### config.mk
export PLATFORM = sky130hd
export DESIGN_NAME = acc_converter_control
export DESIGN_NICKNAME = d
export VERILOG_FILES = /design/src/hw/acc_pkg.sv /design/src/hw/acc_converter_control.sv /design/src/hw/acc_pwm_slicer.sv
export VERILOG_INCLUDE_DIRS = /design/src /design/src/hw
export SDC_FILE = /design/constraint.sdc
export NUM_CORES = 1
export LEC_CHECK = 0
export CAP_MARGIN = 10
export CORE_MARGIN = 10
export CORE_UTILIZATION = 40
export CTS_CLUSTER_SIZE = 14
export DETAILED_ROUTE_END_ITERATION = 7
export DONT_BUFFER_PORTS = 1
export PLACE_DENSITY = 0.62
export SYNTH_ARGS = -nofsm -noshare
export SYNTH_HDL_FRONTEND = slang
export SYNTH_SLANG_ARGS = --single-unit
### constraint.sdc
create_clock -name clk -period 22.7 [get_ports clk]
set_input_delay 1.135 -clock clk [delete_from_list [all_inputs] [get_ports clk]]
set_output_delay 1.135 -clock clk [all_outputs]
set_load 0.02 [all_outputs]
### src/hw/acc_defs.svh
// Constants for the analog converter control block
`ifndef ACC_DEFS_SVH
`define ACC_DEFS_SVH

// ------------------------------------------------------------
// Clock and timing
// ------------------------------------------------------------
`define ACC_CLK_HZ        125000000
`define ACC_DIV(hz)       (`ACC_CLK_HZ / (hz))
`define ACC_CONV_NS       2000
`define ACC_CONV_CYC      ((`ACC_CONV_NS * (`ACC_CLK_HZ / 1000000)) / 1000)
`define ACC_ACT_NUM       4
`define ACC_ACT_DEN       5
`define ACC_PWM_SLOTS     1024

// ------------------------------------------------------------
// Register port addresses
// ------------------------------------------------------------
`define ACC_ADDR_DATA     3'h5
`define ACC_ADDR_MODE     3'h6

// ------------------------------------------------------------
// Mode register fields
// ------------------------------------------------------------
`define ACC_B_INT0SEL     15
`define ACC_B_DAC_RATE    8
`define ACC_B_PIN_B       7
`define ACC_B_PIN_A       6
`define ACC_B_ADC_EN      5
`define ACC_B_DONE        4
`define ACC_B_START       3
`define ACC_B_ADC_RATE    0
`define ACC_MODE_RST      16'h0008
`define ACC_MODE_WMASK    16'h87EF
`define ACC_RES8_MASK     10'h3FC

// ------------------------------------------------------------
// Rate codes and rates
// ------------------------------------------------------------
`define ACC_DAC_64K       3'h4
`define ACC_DAC_16K       3'h2
`define ACC_DAC_10K       3'h3
`define ACC_DAC_4K        3'h1
`define ACC_ADC_128K      3'h4
`define ACC_ADC_64K       3'h2
`define ACC_ADC_32K       3'h3
`define ACC_ADC_16K       3'h1
`define ACC_ADC_8K        3'h0
`define ACC_HZ_128K       128000
`define ACC_HZ_64K        64000
`define ACC_HZ_32K        32000
`define ACC_HZ_16K        16000
`define ACC_HZ_10K        10000
`define ACC_HZ_8K         8000
`define ACC_HZ_4K         4000

`endif

### src/hw/acc_pkg.sv
// Types for the analog converter control block
package acc_pkg;
  typedef enum logic [1:0] {
    ACC_IDLE = 2'b01,
    ACC_CONV = 2'b10
  } acc_state_t;
endpackage

### src/hw/acc_converter_control.sv
// Analog mode register, sample timers, A/D sequencing and D/A feed
`timescale 1ns/1ps
`default_nettype none
`include "acc_defs.svh"
module acc_converter_control
  import acc_pkg::*;
#(
  parameter int ADC_DIV_8K  = `ACC_DIV(`ACC_HZ_8K),
  parameter int ADC_DIV_16K = `ACC_DIV(`ACC_HZ_16K),
  parameter int DAC_DIV_16K = `ACC_DIV(`ACC_HZ_16K),
  parameter int DAC_DIV_10K = `ACC_DIV(`ACC_HZ_10K),
  parameter int DAC_DIV_4K  = `ACC_DIV(`ACC_HZ_4K),
  parameter int BUF_DEPTH   = 2
)(
  input  wire logic        clk,
  input  wire logic        rst,
  input  wire logic [2:0]  ext_addr,
  input  wire logic        ext_wr,
  input  wire logic        ext_rd,
  input  wire logic [15:0] ext_wdata,
  output logic [15:0]      ext_rdata,
  input  wire logic        adc_irq_clear,
  input  wire logic        dac_irq_clear,
  input  wire logic        external_interrupt_pin,
  input  wire logic [7:0]  adc_sample_data,
  output logic             adc_enable_out,
  output logic             adc_convert_out,
  output logic             general_output_pin_a,
  output logic             general_output_pin_b,
  output logic             adc_irq_flag,
  output logic             dac_irq_flag,
  output logic             int_zero_req,
  output logic             dac_wr_ready,
  output logic             pwm_out
);
  localparam int CONV_CYC = `ACC_CONV_CYC;
  localparam int PTR_W    = (BUF_DEPTH > 1) ? $clog2(BUF_DEPTH) : 1;
  localparam int CNT_W    = $clog2(BUF_DEPTH + 1);

  if (BUF_DEPTH < 1 || DAC_DIV_4K > 65535 || ADC_DIV_8K > 65535 || CONV_CYC > 511) begin : g_chk
    $error("acc_converter_control: parameter out of range");
  end

  // ------------------------------------------------------------
  // State
  // ------------------------------------------------------------
  logic [15:0] mode_reg, mode_next;
  logic        done_reg, done_next;
  logic [7:0]  result_reg, result_next;
  logic [2:0]  adc_rate_act_reg, adc_rate_act_next;
  logic [15:0] adc_cnt_reg, adc_cnt_next;
  logic [15:0] dac_cnt_reg, dac_cnt_next;
  logic [8:0]  conv_cnt_reg, conv_cnt_next;
  acc_state_t  state_reg, state_next;
  logic        adc_irq_reg, adc_irq_next;
  logic        dac_irq_reg, dac_irq_next;
  logic        int0_reg, int0_next;
  logic [15:0] rdata_reg, rdata_next;
  logic [9:0]  buf_mem [BUF_DEPTH];
  logic [9:0]  buf_wdata;
  logic [PTR_W-1:0] wptr_reg, wptr_next, rptr_reg, rptr_next;
  logic [CNT_W-1:0] cnt_reg, cnt_next;
  logic        rdy_reg, rdy_next;
  logic [9:0]  pwm_val_reg, pwm_val_next;
  logic        pwm_start_reg, pwm_start_next;
  logic [15:0] act_reg, act_next;

  logic        wr_mode, wr_data, rd_data, push, pop;
  logic        adc_tick, dac_tick, launch, conv_end, done_set;
  logic [15:0] adc_lim, dac_lim;

  // ------------------------------------------------------------
  // Decode and timer limits
  // ------------------------------------------------------------
  always_comb begin
    wr_mode = 1'b0;
    wr_data = 1'b0;
    rd_data = 1'b0;
    if (ext_addr == `ACC_ADDR_MODE) begin
      wr_mode = ext_wr;
    end else if (ext_addr == `ACC_ADDR_DATA) begin
      wr_data = ext_wr;
      rd_data = ext_rd;
    end
    // A/D period from the copy taken at the last start
    case (adc_rate_act_reg)
      `ACC_ADC_128K: adc_lim = 16'(`ACC_DIV(`ACC_HZ_128K));
      `ACC_ADC_64K:  adc_lim = 16'(`ACC_DIV(`ACC_HZ_64K));
      `ACC_ADC_32K:  adc_lim = 16'(`ACC_DIV(`ACC_HZ_32K));
      `ACC_ADC_16K:  adc_lim = 16'(ADC_DIV_16K);
      `ACC_ADC_8K:   adc_lim = 16'(ADC_DIV_8K);
      default:       adc_lim = 16'h0000;
    endcase
    // D/A period; reserved codes stop the timer
    case (mode_reg[`ACC_B_DAC_RATE+:3])
      `ACC_DAC_64K: dac_lim = 16'(`ACC_DIV(`ACC_HZ_64K));
      `ACC_DAC_16K: dac_lim = 16'(DAC_DIV_16K);
      `ACC_DAC_10K: dac_lim = 16'(DAC_DIV_10K);
      `ACC_DAC_4K:  dac_lim = 16'(DAC_DIV_4K);
      default:      dac_lim = 16'h0000;
    endcase
    adc_tick = (adc_lim != 16'h0000) && (adc_cnt_reg == 16'(adc_lim - 16'h0001));
    dac_tick = (dac_lim != 16'h0000) && (dac_cnt_reg == 16'(dac_lim - 16'h0001));
  end

  // ------------------------------------------------------------
  // Next-state logic
  // ------------------------------------------------------------
  always_comb begin
    // Writable bits only; done and reserved bits ignore writes
    mode_next = mode_reg;
    if (wr_mode) begin
      mode_next = ext_wdata & `ACC_MODE_WMASK;
    end
    // Write of a one, or a timer time-out while the start bit is clear, launches while enabled
    launch = mode_next[`ACC_B_ADC_EN] &&
             ((wr_mode && ext_wdata[`ACC_B_START]) || (adc_tick && !mode_reg[`ACC_B_START]));
    adc_cnt_next = adc_tick ? 16'h0000 : 16'(adc_cnt_reg + 16'h0001);
    if (adc_lim == 16'h0000) begin
      adc_cnt_next = 16'h0000;
    end
    dac_cnt_next = dac_tick ? 16'h0000 : 16'(dac_cnt_reg + 16'h0001);
    if (dac_lim == 16'h0000) begin
      dac_cnt_next = 16'h0000;
    end
    adc_rate_act_next = launch ? mode_next[`ACC_B_ADC_RATE+:3] : adc_rate_act_reg;

    // Conversion sequencer; a start mid-conversion restarts it
    state_next    = state_reg;
    conv_cnt_next = conv_cnt_reg;
    result_next   = result_reg;
    conv_end      = 1'b0;
    case (state_reg)
      ACC_IDLE: begin
        if (launch) begin
          state_next    = ACC_CONV;
          conv_cnt_next = 9'h000;
        end
      end
      ACC_CONV: begin
        if (launch) begin
          conv_cnt_next = 9'h000;
        end else if (!mode_next[`ACC_B_ADC_EN]) begin
          state_next = ACC_IDLE;
        end else if (conv_cnt_reg == 9'(CONV_CYC - 1)) begin
          state_next  = ACC_IDLE;
          result_next = adc_sample_data;
          conv_end    = 1'b1;
        end else begin
          conv_cnt_next = 9'(conv_cnt_reg + 9'h001);
        end
      end
      default: begin
        state_next = ACC_IDLE;
      end
    endcase

    // Flags: a set in the cycle of a clear wins
    done_set     = conv_end;
    done_next    = done_set || (done_reg && !(rd_data));
    adc_irq_next = conv_end || (adc_irq_reg && !adc_irq_clear);
    dac_irq_next = dac_tick || (dac_irq_reg && !dac_irq_clear);
    int0_next    = mode_reg[`ACC_B_INT0SEL] ? external_interrupt_pin : dac_irq_reg;

    // Read data, registered
    rdata_next = rdata_reg;
    if (ext_rd) begin
      if (ext_addr == `ACC_ADDR_MODE) begin
        rdata_next = mode_reg;
        rdata_next[`ACC_B_DONE] = done_reg;
      end else if (ext_addr == `ACC_ADDR_DATA) begin
        rdata_next = {6'h00, result_reg, 2'b00};
      end else begin
        rdata_next = 16'h0000;
      end
    end

    // Two-entry sample buffer drained at each D/A period
    push      = wr_data && (cnt_reg != CNT_W'(BUF_DEPTH));
    pop       = dac_tick && (cnt_reg != '0);
    buf_wdata = ext_wdata[9:0];
    wptr_next = wptr_reg;
    rptr_next = rptr_reg;
    if (push) begin
      wptr_next = (wptr_reg == PTR_W'(BUF_DEPTH - 1)) ? '0 : PTR_W'(wptr_reg + 1'b1);
    end
    if (pop) begin
      rptr_next = (rptr_reg == PTR_W'(BUF_DEPTH - 1)) ? '0 : PTR_W'(rptr_reg + 1'b1);
    end
    cnt_next = CNT_W'(cnt_reg + CNT_W'(push) - CNT_W'(pop));
    rdy_next = cnt_next != CNT_W'(BUF_DEPTH);
    pwm_val_next = pwm_val_reg;
    if (pop) begin
      pwm_val_next = buf_mem[rptr_reg];
    end
    // 8-bit resolution at the fastest rate
    if (mode_reg[`ACC_B_DAC_RATE+:3] == `ACC_DAC_64K) begin
      pwm_val_next = pwm_val_next & `ACC_RES8_MASK;
    end
    pwm_start_next = dac_tick;
    // Active region 4/5 of the period, whole period at 10 kHz
    if (mode_reg[`ACC_B_DAC_RATE+:3] == `ACC_DAC_10K) begin
      act_next = dac_lim;
    end else begin
      act_next = 16'((32'(dac_lim) * 32'(`ACC_ACT_NUM)) / 32'(`ACC_ACT_DEN));
    end
  end

  // ------------------------------------------------------------
  // Registers
  // ------------------------------------------------------------
  always_ff @(posedge clk or posedge rst) begin
    if (rst) begin
      mode_reg         <= `ACC_MODE_RST;
      done_reg         <= 1'b0;
      result_reg       <= 8'h00;
      adc_rate_act_reg <= 3'h0;
      adc_cnt_reg      <= 16'h0000;
      dac_cnt_reg      <= 16'h0000;
      conv_cnt_reg     <= 9'h000;
      state_reg        <= ACC_IDLE;
      adc_irq_reg      <= 1'b0;
      dac_irq_reg      <= 1'b0;
      int0_reg         <= 1'b0;
      rdata_reg        <= 16'h0000;
      wptr_reg         <= '0;
      rptr_reg         <= '0;
      cnt_reg          <= '0;
      rdy_reg          <= 1'b1;
      pwm_val_reg      <= 10'h000;
      pwm_start_reg    <= 1'b0;
      act_reg          <= 16'h0000;
    end else begin
      mode_reg         <= mode_next;
      done_reg         <= done_next;
      result_reg       <= result_next;
      adc_rate_act_reg <= adc_rate_act_next;
      adc_cnt_reg      <= adc_cnt_next;
      dac_cnt_reg      <= dac_cnt_next;
      conv_cnt_reg     <= conv_cnt_next;
      state_reg        <= state_next;
      adc_irq_reg      <= adc_irq_next;
      dac_irq_reg      <= dac_irq_next;
      int0_reg         <= int0_next;
      rdata_reg        <= rdata_next;
      wptr_reg         <= wptr_next;
      rptr_reg         <= rptr_next;
      cnt_reg          <= cnt_next;
      rdy_reg          <= rdy_next;
      pwm_val_reg      <= pwm_val_next;
      pwm_start_reg    <= pwm_start_next;
      act_reg          <= act_next;
    end
  end

  always_ff @(posedge clk) begin
    if (push) begin
      buf_mem[wptr_reg] <= buf_wdata;
    end
  end

  acc_pwm_slicer u_pwm (
    .clk           (clk),
    .rst           (rst),
    .period_start  (pwm_start_reg),
    .active_cycles (act_reg),
    .value         (pwm_val_reg),
    .pwm_out       (pwm_out)
  );

  assign ext_rdata            = rdata_reg;
  assign adc_enable_out       = mode_reg[`ACC_B_ADC_EN];
  assign adc_convert_out      = state_reg[1];
  assign general_output_pin_a = mode_reg[`ACC_B_PIN_A];
  assign general_output_pin_b = mode_reg[`ACC_B_PIN_B];
  assign adc_irq_flag         = adc_irq_reg;
  assign dac_irq_flag         = dac_irq_reg;
  assign int_zero_req         = int0_reg;
  assign dac_wr_ready         = rdy_reg;

  // ------------------------------------------------------------
  // Checks
  // ------------------------------------------------------------
  AST_RSVD_ZERO: assert property (@(posedge clk) disable iff (rst)
    ext_rd && ext_addr == `ACC_ADDR_MODE |=> ext_rdata[14:11] == 4'h0)
    else $error("reserved mode bits read nonzero");
  AST_DONE_CLEAR: assert property (@(posedge clk) disable iff (rst)
    done_reg && rd_data && !conv_end |=> !done_reg)
    else $error("done flag not cleared by data read");
  AST_CONV_BOUND: assert property (@(posedge clk) disable iff (rst)
    $rose(adc_convert_out) |-> ##[1:250] (!adc_convert_out || conv_cnt_reg == 9'h000))
    else $error("conversion overran its time");
  AST_DISABLED: assert property (@(posedge clk) disable iff (rst)
    !adc_enable_out && !(wr_mode && ext_wdata[5]) |=> !adc_convert_out && !$rose(done_reg))
    else $error("conversion while disabled");
  AST_START: assert property (@(posedge clk) disable iff (rst)
    wr_mode && ext_wdata[3] && ext_wdata[5] |=> adc_convert_out && conv_cnt_reg == 9'h000)
    else $error("start write did not launch");
  AST_END_FLAGS: assert property (@(posedge clk) disable iff (rst)
    conv_end |=> adc_irq_flag && done_reg &&
                 (ext_rdata == $past(ext_rdata) || $past(ext_rd)))
    else $error("conversion end did not set flags");
  AST_PIN: assert property (@(posedge clk) disable iff (rst)
    wr_mode |=> general_output_pin_a == $past(ext_wdata[6]) &&
                general_output_pin_b == $past(ext_wdata[7]))
    else $error("output pins do not follow mode write");
  AST_DAC_IRQ: assert property (@(posedge clk) disable iff (rst)
    dac_tick |=> dac_irq_flag ##1 (u_pwm.slot_reg == 11'h000))
    else $error("dac tick did not set flag or restart pwm");
  AST_INT0: assert property (@(posedge clk) disable iff (rst)
    mode_reg[15] && !wr_mode |=> int_zero_req == $past(external_interrupt_pin))
    else $error("interrupt zero source wrong");
  AST_FULL: assert property (@(posedge clk) disable iff (rst)
    cnt_reg == CNT_W'(BUF_DEPTH) |-> !dac_wr_ready)
    else $error("ready high with full buffer");
endmodule
`default_nettype wire

### src/hw/acc_pwm_slicer.sv
// Sliced PWM generator for the D/A path
`timescale 1ns/1ps
`default_nettype none
`include "acc_defs.svh"
module acc_pwm_slicer
  import acc_pkg::*;
(
  input  wire logic        clk,
  input  wire logic        rst,
  input  wire logic        period_start,
  input  wire logic [15:0] active_cycles,
  input  wire logic [9:0]  value,
  output logic             pwm_out
);
  // ------------------------------------------------------------
  // Slot stepping
  // ------------------------------------------------------------
  logic [15:0] act_reg, act_next;
  logic [9:0]  val_reg, val_next;
  logic [15:0] acc_reg, acc_next;
  logic [10:0] slot_reg, slot_next;
  logic        pwm_reg, pwm_next;
  logic [16:0] acc_sum;
  logic        slot_bit;

  always_comb begin
    act_next  = act_reg;
    val_next  = val_reg;
    acc_next  = acc_reg;
    slot_next = slot_reg;
    acc_sum   = 17'({1'b0, acc_reg} + 17'(`ACC_PWM_SLOTS));
    if (period_start) begin
      act_next  = active_cycles;
      val_next  = value;
      acc_next  = 16'h0000;
      slot_next = 11'h000;
    end else if (slot_reg < 11'(`ACC_PWM_SLOTS)) begin
      // Fractional stepping spreads 1024 slots over the active region
      if (acc_sum >= {1'b0, act_reg}) begin
        acc_next  = 16'(acc_sum - {1'b0, act_reg});
        slot_next = 11'(slot_reg + 11'h001);
      end else begin
        acc_next  = acc_sum[15:0];
      end
    end
    // Fine slot first, coarse slots follow; fine in lowest groups
    if (slot_reg[4:0] == 5'h00) begin
      slot_bit = slot_reg[9:5] < val_reg[4:0];
    end else begin
      slot_bit = (slot_reg[4:0] - 5'h01) < val_reg[9:5];
    end
    // Low outside the active region
    pwm_next = (slot_reg < 11'(`ACC_PWM_SLOTS)) && slot_bit && !period_start;
  end

  always_ff @(posedge clk or posedge rst) begin
    if (rst) begin
      act_reg  <= 16'hFFFF;
      val_reg  <= 10'h000;
      acc_reg  <= 16'h0000;
      slot_reg <= 11'(`ACC_PWM_SLOTS);
      pwm_reg  <= 1'b0;
    end else begin
      act_reg  <= act_next;
      val_reg  <= val_next;
      acc_reg  <= acc_next;
      slot_reg <= slot_next;
      pwm_reg  <= pwm_next;
    end
  end

  assign pwm_out = pwm_reg;
endmodule
`default_nettype wire

==> results.tsv, run 1 <==
stage	metric	value	unit
outcome	outcome	finished, final reports clean	
drt	drt_iter0_markers	702	
yosys	synth_edf_count	20	
power_and_ir_drop	p_per_area	124.2	mW/mm^2
yosys	ys_async_sr_fraction	89.25	%
floorplanning	fp.dieW	192.7	um
critical_path	crit_fanout	28	
finish	largest_reg_flops	20	
drt	wire_per_inst	16.33	um
drt	viasPerCell	5.539	
job	maxCapViolations	0	
yosys	synth_area_per_cell	8.683	um^2
placement	preCtsSetupSlack	11.78	ns
cts	clock-root-buffer	clkbuf_16	
timing	tightest_slew	1.082	ns
grt	grt_pass1_wl	47.91	mm
cts	cts_setup_buffers	0	
timing	setup_viol	0	
drt	drtAntennaViolNets	0	
timing	maxSlewViolCount	0	
drt	drt-total-wl	28.40	mm
yosys	synth_sequential_area_ratio	40.06	%
floorplanning	die_h	192.7	um
critical_path	critPathLaunchType	flop	
finish	post-route-util	43.43	%
grt	overflow	0	
finish	largest-register	buf_mem	
floorplanning	start_util	40.36	%
cts	cts_num_sinks	186	
power_and_ir_drop	vdd_drop_max	0.08092	mV
cts	post_cts_resized	0	
timing	finalCritPeriodShare	48.91	%
placement	gp_congestion	0.9038	
floorplanning	io-pin-count	59	
timing	rsz0062_at_grt	false	
timing	finClkSkew	0.03031	ns
timing	tns	0	ns
floorplanning	coreArea	0.02956	mm^2
grt	grt_max_degree	94	
critical_path	cp.arrival	11.37	ns
floorplanning	dieArea	0.03713	mm^2
yosys	synth_flop_cell	dfrtp_1	
timing	min_period	11.10	ns
finish	drive_above_1_share	8.970	%
finish	fin_cells	1739	
timing	finalHoldViolCount	0	
timing	layout_setup_ws	11.60	ns
yosys	yosysTopAreaCell	dfrtp_1	
floorplanning	num_rows	63	
cts	h-tree-depth	4	
cts	clk_pin_slew	0.08	ns
yosys	ys_ff_latch	186	
finish	syn_to_final_growth	7.603	%
critical_path	crit_top_cell	ha_1	
critical_path	worst_path_largest_cell_delay	1.01	ns
placement	place_inst	1706	
critical_path	crit_path_top_delay_cell	dfrtp_1	
timing	slew_headroom	27.37	%
cts	insertion_delay	0.45	ns
timing	max_freq	0.09007	GHz
yosys	synth_top_area_share	30.62	%
drt	dr.pass1.iters	5	
grt	track_usage	15.68	%
min_path	min_path_type	reg2reg	
yosys	yosys_warnings	0	
critical_path	worstSetupPathType	reg2reg	
finish	nNetsFinal	1419	
cts	clk_path_buf_depth	2	
timing	whs	0.4620	ns
placement	port_buffers	0	
yosys	synth.cell_area	0.01193	mm^2
drt	vias	9632	
cts	cts_made_buffers	17	
power_and_ir_drop	p_leak	5.296	nW
grt	grt_pass1_vias	9259	
critical_path	worstSetupEndpointType	flop	
yosys	synthCells	1374	
cts	cts_tree	done	
placement	dp_hpwl	20.33	mm
yosys	synthTopCellsByArea	dfrtp_1 31%, nand2_1 5.5%, edfxtp_1 5.0%	
critical_path	crit_required	22.97	ns
yosys	synth_cell_types	99	
cts	cts.hold.buffers_added	0	
grt	grt_antenna_before_repair	0	
drt	drc	0	
finish	antenna_cells	0	
-- metrics by stage --
stage | power [mW] | instance area (um^2)
after floorplan | 1.106 | 11940
after global placement | 1.257 | 12200
after detailed placement | 1.268 | 12200
after CTS | 1.593 | 12830
after global routing | 1.717 | 12840
final | 1.595 | 12840
-- layer usage --
metal	vias up	routed length (um)	GRT usage, %
met5	-	0	0
met4	0	317	4.055
met3	23	1429	3.198
met2	200	13000	24.36
met1	4659	13650	21.76
li1	4750	-	-
-- cells in the mapped netlist (7+ instances only) --
cell type and number:
a211oi_1 8, a21o_1 14, a21oi_1 70, a22oi_1 10, a31oi_1 10, and2_1 8
and3_1 17, buf_1 8, buf_4 9, clkbuf_1 46, dfrtp_1 146, dfstp_2 20
edfxtp_1 20, ha_1 48, inv_1 87, mux2_2 16, mux2i_1 19, nand2_1 175
nand2b_1 13, nand3_1 53, nand4_1 18, nor2_1 138, nor2b_1 12, nor3_1 38
o21a_1 14, o21ai_0 109, o22ai_1 11, o31ai_1 14, or3_1 7, xnor2_1 47
xor2_1 30
-- where the power goes --
part / internal [mW] / switching [mW] / leakage [nW]
logic: 0.335 / 0.545 / 2.67
clock network: 0.170 / 0.148 / 0.306
registers: 0.363 / 0.0342 / 2.32
-- critical path, delay by kind of cell, from the launching register on --
family | cells | cell delay [ns]
AND/OR/NAND/NOR | 15 | 4.13
AO/OA/AOI/OAI | 16 | 3.10
adder cells (fa/ha/maj) | 6 | 1.72
flip-flops | 1 | 1.01
buffers and inverters | 4 | 0.62
XOR/XNOR | 2 | 0.34
-- cells in the final DEF, fill, tap and decap left out, types with 10 or more instances in the layout --
master and instances:
nand4_1 18, dfrtp_1 145, edfxtp_1 20, ha_1 48, o21a_1 14, nand3_1 53, nand2_1 175, and3_1 17
mux2_2 16, inv_1 86, o22ai_1 11, dfstp_2 20, nor2b_1 12, xnor2_1 47, o21ai_0 109, a21o_1 14
a31oi_1 10, a21oi_1 70, xor2_1 30, nor2_1 138, a22oi_1 10, o31ai_1 14, clkbuf_16 17, nor3_1 38
mux2i_1 19, nand2b_1 13
-- cell type report --
| type | instances | area [um^2] |
|---|---|---|
| fill | 2922 | 16720 |
| multi-input combinational | 1028 | 6509 |
| sequential | 186 | 4781 |
| tap | 390 | 488.0 |
| clock buffer | 18 | 429.2 |
| inverter | 94 | 357.8 |
| clock inverter | 14 | 205.2 |
| timing repair buffer | 9 | 67.56 |
-- logic make-up after synthesis --
| logic type | Yosys count | synth area share (%) |
|---|---|---|
| AO/OA/AOI/OAI | 347 | 19.75 |
| XOR/XNOR | 79 | 6.020 |
| adder cells (fa/ha/maj) | 49 | 5.202 |
| buffers and inverters | 163 | 5.475 |
| flip-flops | 186 | 40.06 |
| multiplexers | 36 | 3.220 |
| other | 1 | 0.03143 |
| AND/OR/NAND/NOR | 513 | 20.24 |
-- worst paths after layout --
kind                       depth (start not counted)  slack [ns]                end   startpoint
min                                                2        0.46  u_pwm.act_reg[13]  act_reg[13]
max in group asynchronous                          2       20.49      pwm_start_reg          rst
min in group asynchronous                          1        0.73         act_reg[5]          rst
max                                               43       11.60         act_reg[0]  mode_reg[8]
min reg2reg                                        2        0.46  u_pwm.act_reg[13]  act_reg[13]
max reg2reg                                       43       11.60         act_reg[0]  mode_reg[8]
(Power assumes the default switching activity.)
==> inputs of run 2 (changes only) <==
Settings changed: PLACE_DENSITY 0.62 to 0.64.
Clock period 22.7 ns to 10 ns, I/O delays scaled along.
==> results.tsv, run 2 (synthesized netlist as in run 1, its figures left out) <==
stage	metric	value	unit	change
critical_path	startpoint	mode_reg[8]		
grt	grt_antenna_before_repair	0		unchanged
drt	drt-total-wl	28.29	mm	-0.38%
cts	cts_setup_buffers	0		unchanged
critical_path	rr_endpoint	act_reg[0]		
critical_path	worstSetupPathType	reg2reg		
min_path	min_path_type	in2async		
timing	tightest_slew	1.064	ns	-0.01846 ns
drt	drtAntennaViolNets	0		unchanged
power_and_ir_drop	p_leak	5.357	nW	+1.1%
timing	finalHoldViolCount	0		unchanged
job	maxCapViolations	0		unchanged
cts	clock-root-buffer	clkbuf_16		
outcome	outcome	finished, final reports clean		
critical_path	crit_fanout	16		-43%
critical_path	crit_top_cell	ha_1		
drt	drc	0		unchanged
finish	syn_to_final_growth	8.474	%	
timing	tns	0	ns	unchanged
cts	h-tree-depth	4		unchanged
finish	fin_cells	1750		+0.63%
floorplanning	dieArea	0.03713	mm^2	unchanged
floorplanning	start_util	40.36	%	unchanged
cts	cts_made_buffers	17		unchanged
floorplanning	num_rows	63		unchanged
timing	min_period	9.136	ns	-1.967 ns
placement	place_inst	1718		+0.70%
critical_path	worst_path_largest_cell_delay	0.45	ns	-0.56 ns
finish	largest-register	buf_mem		
finish	antenna_cells	0		unchanged
placement	gp_congestion	0.9286		+2.7%
critical_path	rrSetupSlack	0.86	ns	-10.73 ns
critical_path	cp.arrival	9.41	ns	-1.96 ns
floorplanning	io-pin-count	59		unchanged
critical_path	rr_worst_depth	43		unchanged
finish	largest_reg_flops	20		unchanged
cts	insertion_delay	0.44	ns	about the same
grt	grt_pass1_vias	9505		+2.7%
finish	nNetsFinal	1430		+0.78%
drt	drt_iter0_markers	713		+1.6%
finish	drive_above_1_share	9.779	%	+0.81 points
floorplanning	fp.dieW	192.7	um	unchanged
finish	final_cell_mix	175 x nand2_1, 145 x dfrtp_1, 138 x nor2_1		
placement	port_buffers	0		unchanged
timing	setup_viol	0		unchanged
grt	track_usage	15.74	%	+0.059 points
floorplanning	coreArea	0.02956	mm^2	unchanged
timing	maxSlewViolCount	0		unchanged
timing	max_freq	0.1095	GHz	+22%
cts	clk_path_buf_depth	2		unchanged
critical_path	critPathLaunchType	flop		
cts	cts_num_sinks	186		unchanged
timing	slew_headroom	28.61	%	+1.2 points
power_and_ir_drop	finalPower	3.667	mW	+130%
cts	cts_tree	done		
power_and_ir_drop	vdd_drop_max	0.1918	mV	+140%
critical_path	crit_family	compound AO/OA/AOI/OAI gates		
drt	viasPerCell	5.505		-0.62%
grt	grt_max_degree	114		+21%
drt	vias	9633		+0.010%
timing	rsz0062_at_grt	false		
critical_path	worstSetupEndpointType	flop		
finish	post-route-util	43.78	%	+0.35 points
drt	dr.pass1.iters	5		unchanged
finish	final_common_cell	nand2_1		
timing	finalCritPeriodShare	91.36	%	+42 points
critical_path	path_buf_inv	4		unchanged
floorplanning	die_h	192.7	um	unchanged
power_and_ir_drop	p_per_area	283.4	mW/mm^2	+130%
critical_path	crit_required	10.28	ns	-12.69 ns
placement	dp_hpwl	20.40	mm	+0.37%
drt	wire_per_inst	16.17	um	-1.0%
grt	grt_pass1_wl	48.24	mm	+0.71%
cts	clk_pin_slew	0.07	ns	about the same
timing	finClkSkew	0.01287	ns	-0.01743 ns
critical_path	timing.rr.start	mode_reg[8]		
critical_path	crit_path_top_delay_cell	mux2i_1		
grt	overflow	0		unchanged
## run 2: changes by cell type in the layout (fill, tap and decap cells not counted), sizes merged
cell / previous run / this run
clkinv: 9 / 4
clkinvlp: 0 / 1
bufinv: 2 / 3
inv: 97 / 99
clkbuf: 18 / 19
buf: 9 / 20
## run 2: final cells by class
| type | instances | area, um^2 |
|---|---|---|
| Clock buffer | 19 | 454.2 |
| Inverter | 94 | 357.8 |
| Timing Repair Buffer | 20 | 150.1 |
| Tap cell | 390 | 488.0 |
| Fill cell | 2863 | 16620 |
| Multi-Input combinational cell | 1028 | 6511 |
| Clock inverter | 13 | 198.9 |
| Sequential cell | 186 | 4781 |
## run 2: per-stage QoR
step / cell area (um^2) / hold WS, ns / worst slack (ns)
2_1_floorplan: 11940 / 0.4329 / 1.217
6_report: 12940 / 0.1414 / 0.8644
5_1_grt: 12940 / 0.1347 / 0.03899
3_5_place_dp: 12290 / 0.4426 / 0.7607
3_3_place_gp: 12290 / 0.4405 / 0.8576
4_1_cts: 12940 / 0.1438 / 0.7316
## run 2: metal layers
metal	part of all wire (%)	vias up	track usage (%)	wire (um)
met1	47	4578	21.31	13300
met4	1.8	0	5.158	515
met2	45	259	24.52	12740
met5	0	-	0	0
li1	-	4758	-	-
met3	6.1	38	3.325	1740
## run 2: what timing repair did
action,4_1_cts,5_1_grt
hold buffers,0,0
endpoints found under the setup margin,0,1
gates resized for setup,0,1
## run 2: power by group
part	switching (mW)	internal [mW]
clock network	0.321	0.422
registers	0.0720	0.824
logic	1.25	0.778
total	1.64	2.02
## run 2: how the worst max path moves through the flow
stage               slack (ns)         end  depth (start not counted)
CTS                       0.73  act_reg[0]                         43
floorplan                 1.22  act_reg[0]                         50
global route              0.04  act_reg[0]                         43
finish                    0.86  act_reg[0]                         43
global placement          0.86  act_reg[0]                         43
detailed placement        0.76  act_reg[0]                         43
==> inputs of run 3 (changes only) <==
Settings changed: CORE_ASPECT_RATIO from default to 1.5.
==> results.tsv, run 3 (synthesized netlist as in run 1, its figures left out) <==
stage	metric	value	unit	change
floorplanning	fp.dieW	161.0	um	-16%
power_and_ir_drop	p_per_area	281.3	mW/mm^2	-0.74%
critical_path	crit_fanout	15		-1
critical_path	crit_path_top_delay_cell	ha_1		
finish	final_common_cell	nand2_1		
floorplanning	coreArea	0.02948	mm^2	-0.27%
floorplanning	io-pin-count	59		unchanged
cts	clock-root-buffer	clkbuf_16		
drt	dr.pass1.iters	6		+1
power_and_ir_drop	vdd_drop_max	0.1587	mV	-17%
cts	post_cts_resized	0		unchanged
finish	largest-register	buf_mem		
timing	rsz0062_at_grt	false		
drt	drtAntennaViolNets	0		unchanged
finish	syn_to_final_growth	7.981	%	
placement	port_buffers	0		unchanged
drt	drc	0		unchanged
finish	largest_reg_flops	20		unchanged
cts	h-tree-depth	4		unchanged
timing	setup_viol	0		unchanged
critical_path	critPathLaunchType	flop		
finish	nFillCells	2943		+2.8%
finish	nNetsFinal	1427		-0.21%
finish	final_cell_mix	175 x nand2_1, 145 x dfrtp_1, 138 x nor2_1		
critical_path	worstSetupPathType	reg2reg		
critical_path	worstSetupEndpointType	flop		
timing	max_freq	0.1101	GHz	+0.56%
drt	vias	9751		+1.2%
outcome	outcome	finished, final reports clean		
grt	grt_max_degree	91		-20%
grt	overflow	0		unchanged
cts	cts_tree	done		
cts	clk_path_buf_depth	2		unchanged
finish	multi_input_area	0.006514	mm^2	about the same
timing	finClkSkew	0.01148	ns	-0.001391 ns
critical_path	crit_top_cell	ha_1		
critical_path	worst_path_largest_cell_delay	0.50	ns	+0.05 ns
floorplanning	die_h	231.5	um	+20%
timing	slew_headroom	26.50	%	-2.1 points
grt	grt_pass1_vias	9547		+0.44%
timing	whs	0.07367	ns	-0.06771 ns
placement	dp_hpwl	21.20	mm	+3.9%
timing	tightest_slew	1.095	ns	+0.03138 ns
floorplanning	dieArea	0.03728	mm^2	+0.38%
finish	regArea	0.004781	mm^2	unchanged
timing	tns	0	ns	unchanged
critical_path	cp.arrival	9.36	ns	-0.05 ns
cts	cts.hold.buffers_added	0		unchanged
min_path	min_path_type	in2async		
grt	track_usage	15.20	%	-0.54 points
timing	maxSlewViolCount	0		unchanged
floorplanning	num_rows	77		+22%
power_and_ir_drop	p_leak	5.322	nW	-0.65%
grt	grt_antenna_before_repair	0		unchanged
timing	finalCritPeriodShare	90.85	%	-0.51 points
critical_path	crit_required	10.28	ns	about the same
finish	drive_above_1_share	9.580	%	-0.20 points
timing	finalHoldViolCount	0		unchanged
cts	cts_made_buffers	17		unchanged
cts	cts_num_sinks	186		unchanged
job	maxCapViolations	0		unchanged
drt	wire_per_inst	16.29	um	+0.75%
cts	cts_setup_buffers	0		unchanged
drt	viasPerCell	5.566		+1.1%
grt	grt_pass1_wl	47.40	mm	-1.8%
drt	drt-total-wl	28.54	mm	+0.87%
placement	gp_congestion	0.9249		-0.40%
cts	insertion_delay	0.44	ns	about the same
cts	clk_pin_slew	0.08	ns	about the same
floorplanning	start_util	40.47	%	+0.11 points
finish	antenna_cells	0		unchanged
timing	min_period	9.085	ns	-0.05061 ns
drt	drt_iter0_markers	615		-14%
run 3: power breakdown:
part	leakage [nW]	switching, mW	internal, mW	total [mW]
combinational	2.70	1.27	0.776	2.04
sequential	2.32	0.0683	0.824	0.892
clock	0.294	0.328	0.360	0.687
run 3: through the flow:
step | instances | cell area [um^2] | power, mW | setup slack [ns] | util [%]
finish | 1752 | 12880 | 3.624 | 0.9150 | 43.70
global route | 1752 | 12880 | 3.888 | 0.2247 | 43.70
CTS | 1752 | 12880 | 3.619 | 0.9410 | 43.70
detailed placement | 1720 | 12270 | 2.922 | 0.9580 | 41.63
global placement | 1720 | 12270 | 2.887 | 1.051 | 41.63
floorplan | 1377 | 11940 | 2.511 | 1.217 | -
run 3: path summary, 6_finish.rpt:
path                         startpoint               end  slack [ns]  cells past startpoint
max                         mode_reg[8]        act_reg[0]        0.92                     42
min                                 rst  u_pwm.acc_reg[2]        0.07                      1
max reg2reg                 mode_reg[8]        act_reg[0]        0.92                     42
min reg2reg                  act_reg[6]  u_pwm.act_reg[6]        0.46                      2
max in group asynchronous           rst    dac_cnt_reg[3]        8.47                      2
min in group clk           ext_wdata[4]     buf_mem[1][4]        0.15                      0
run 3: critical path: cells and delay by family, from the launching register on:
kind / cells / cell delay (ns)
xor gates and xnor gates: 1 / 0.14
muxes: 1 / 0.43
and+or+nand+nor: 12 / 2.19
AOI/OAI and AO/OA: 19 / 3.69
adders and majority gates: 6 / 1.71
buffers and inverters: 3 / 0.27
DFF: 1 / 0.48
run 3: cell type report:
class | instances | share of cell area [%]
Tap cell | 395 | 3.836
Inverter | 94 | 2.778
Clock buffer | 17 | 3.302
Sequential cell | 186 | 37.11
Multi-Input combinational cell | 1028 | 50.56
Timing Repair Buffer | 17 | 0.9907
Clock inverter | 15 | 1.418
run 3: metal layers:
metal	global-route usage, %	share of wire, %	wire, um	vias up
li1	-	-	-	4759
met1	17.19	40	11500	4666
met2	27.06	52	14890	261
met3	2.839	4.3	1237	65
met4	7.041	3.2	910	0
met5	0	0	0	-
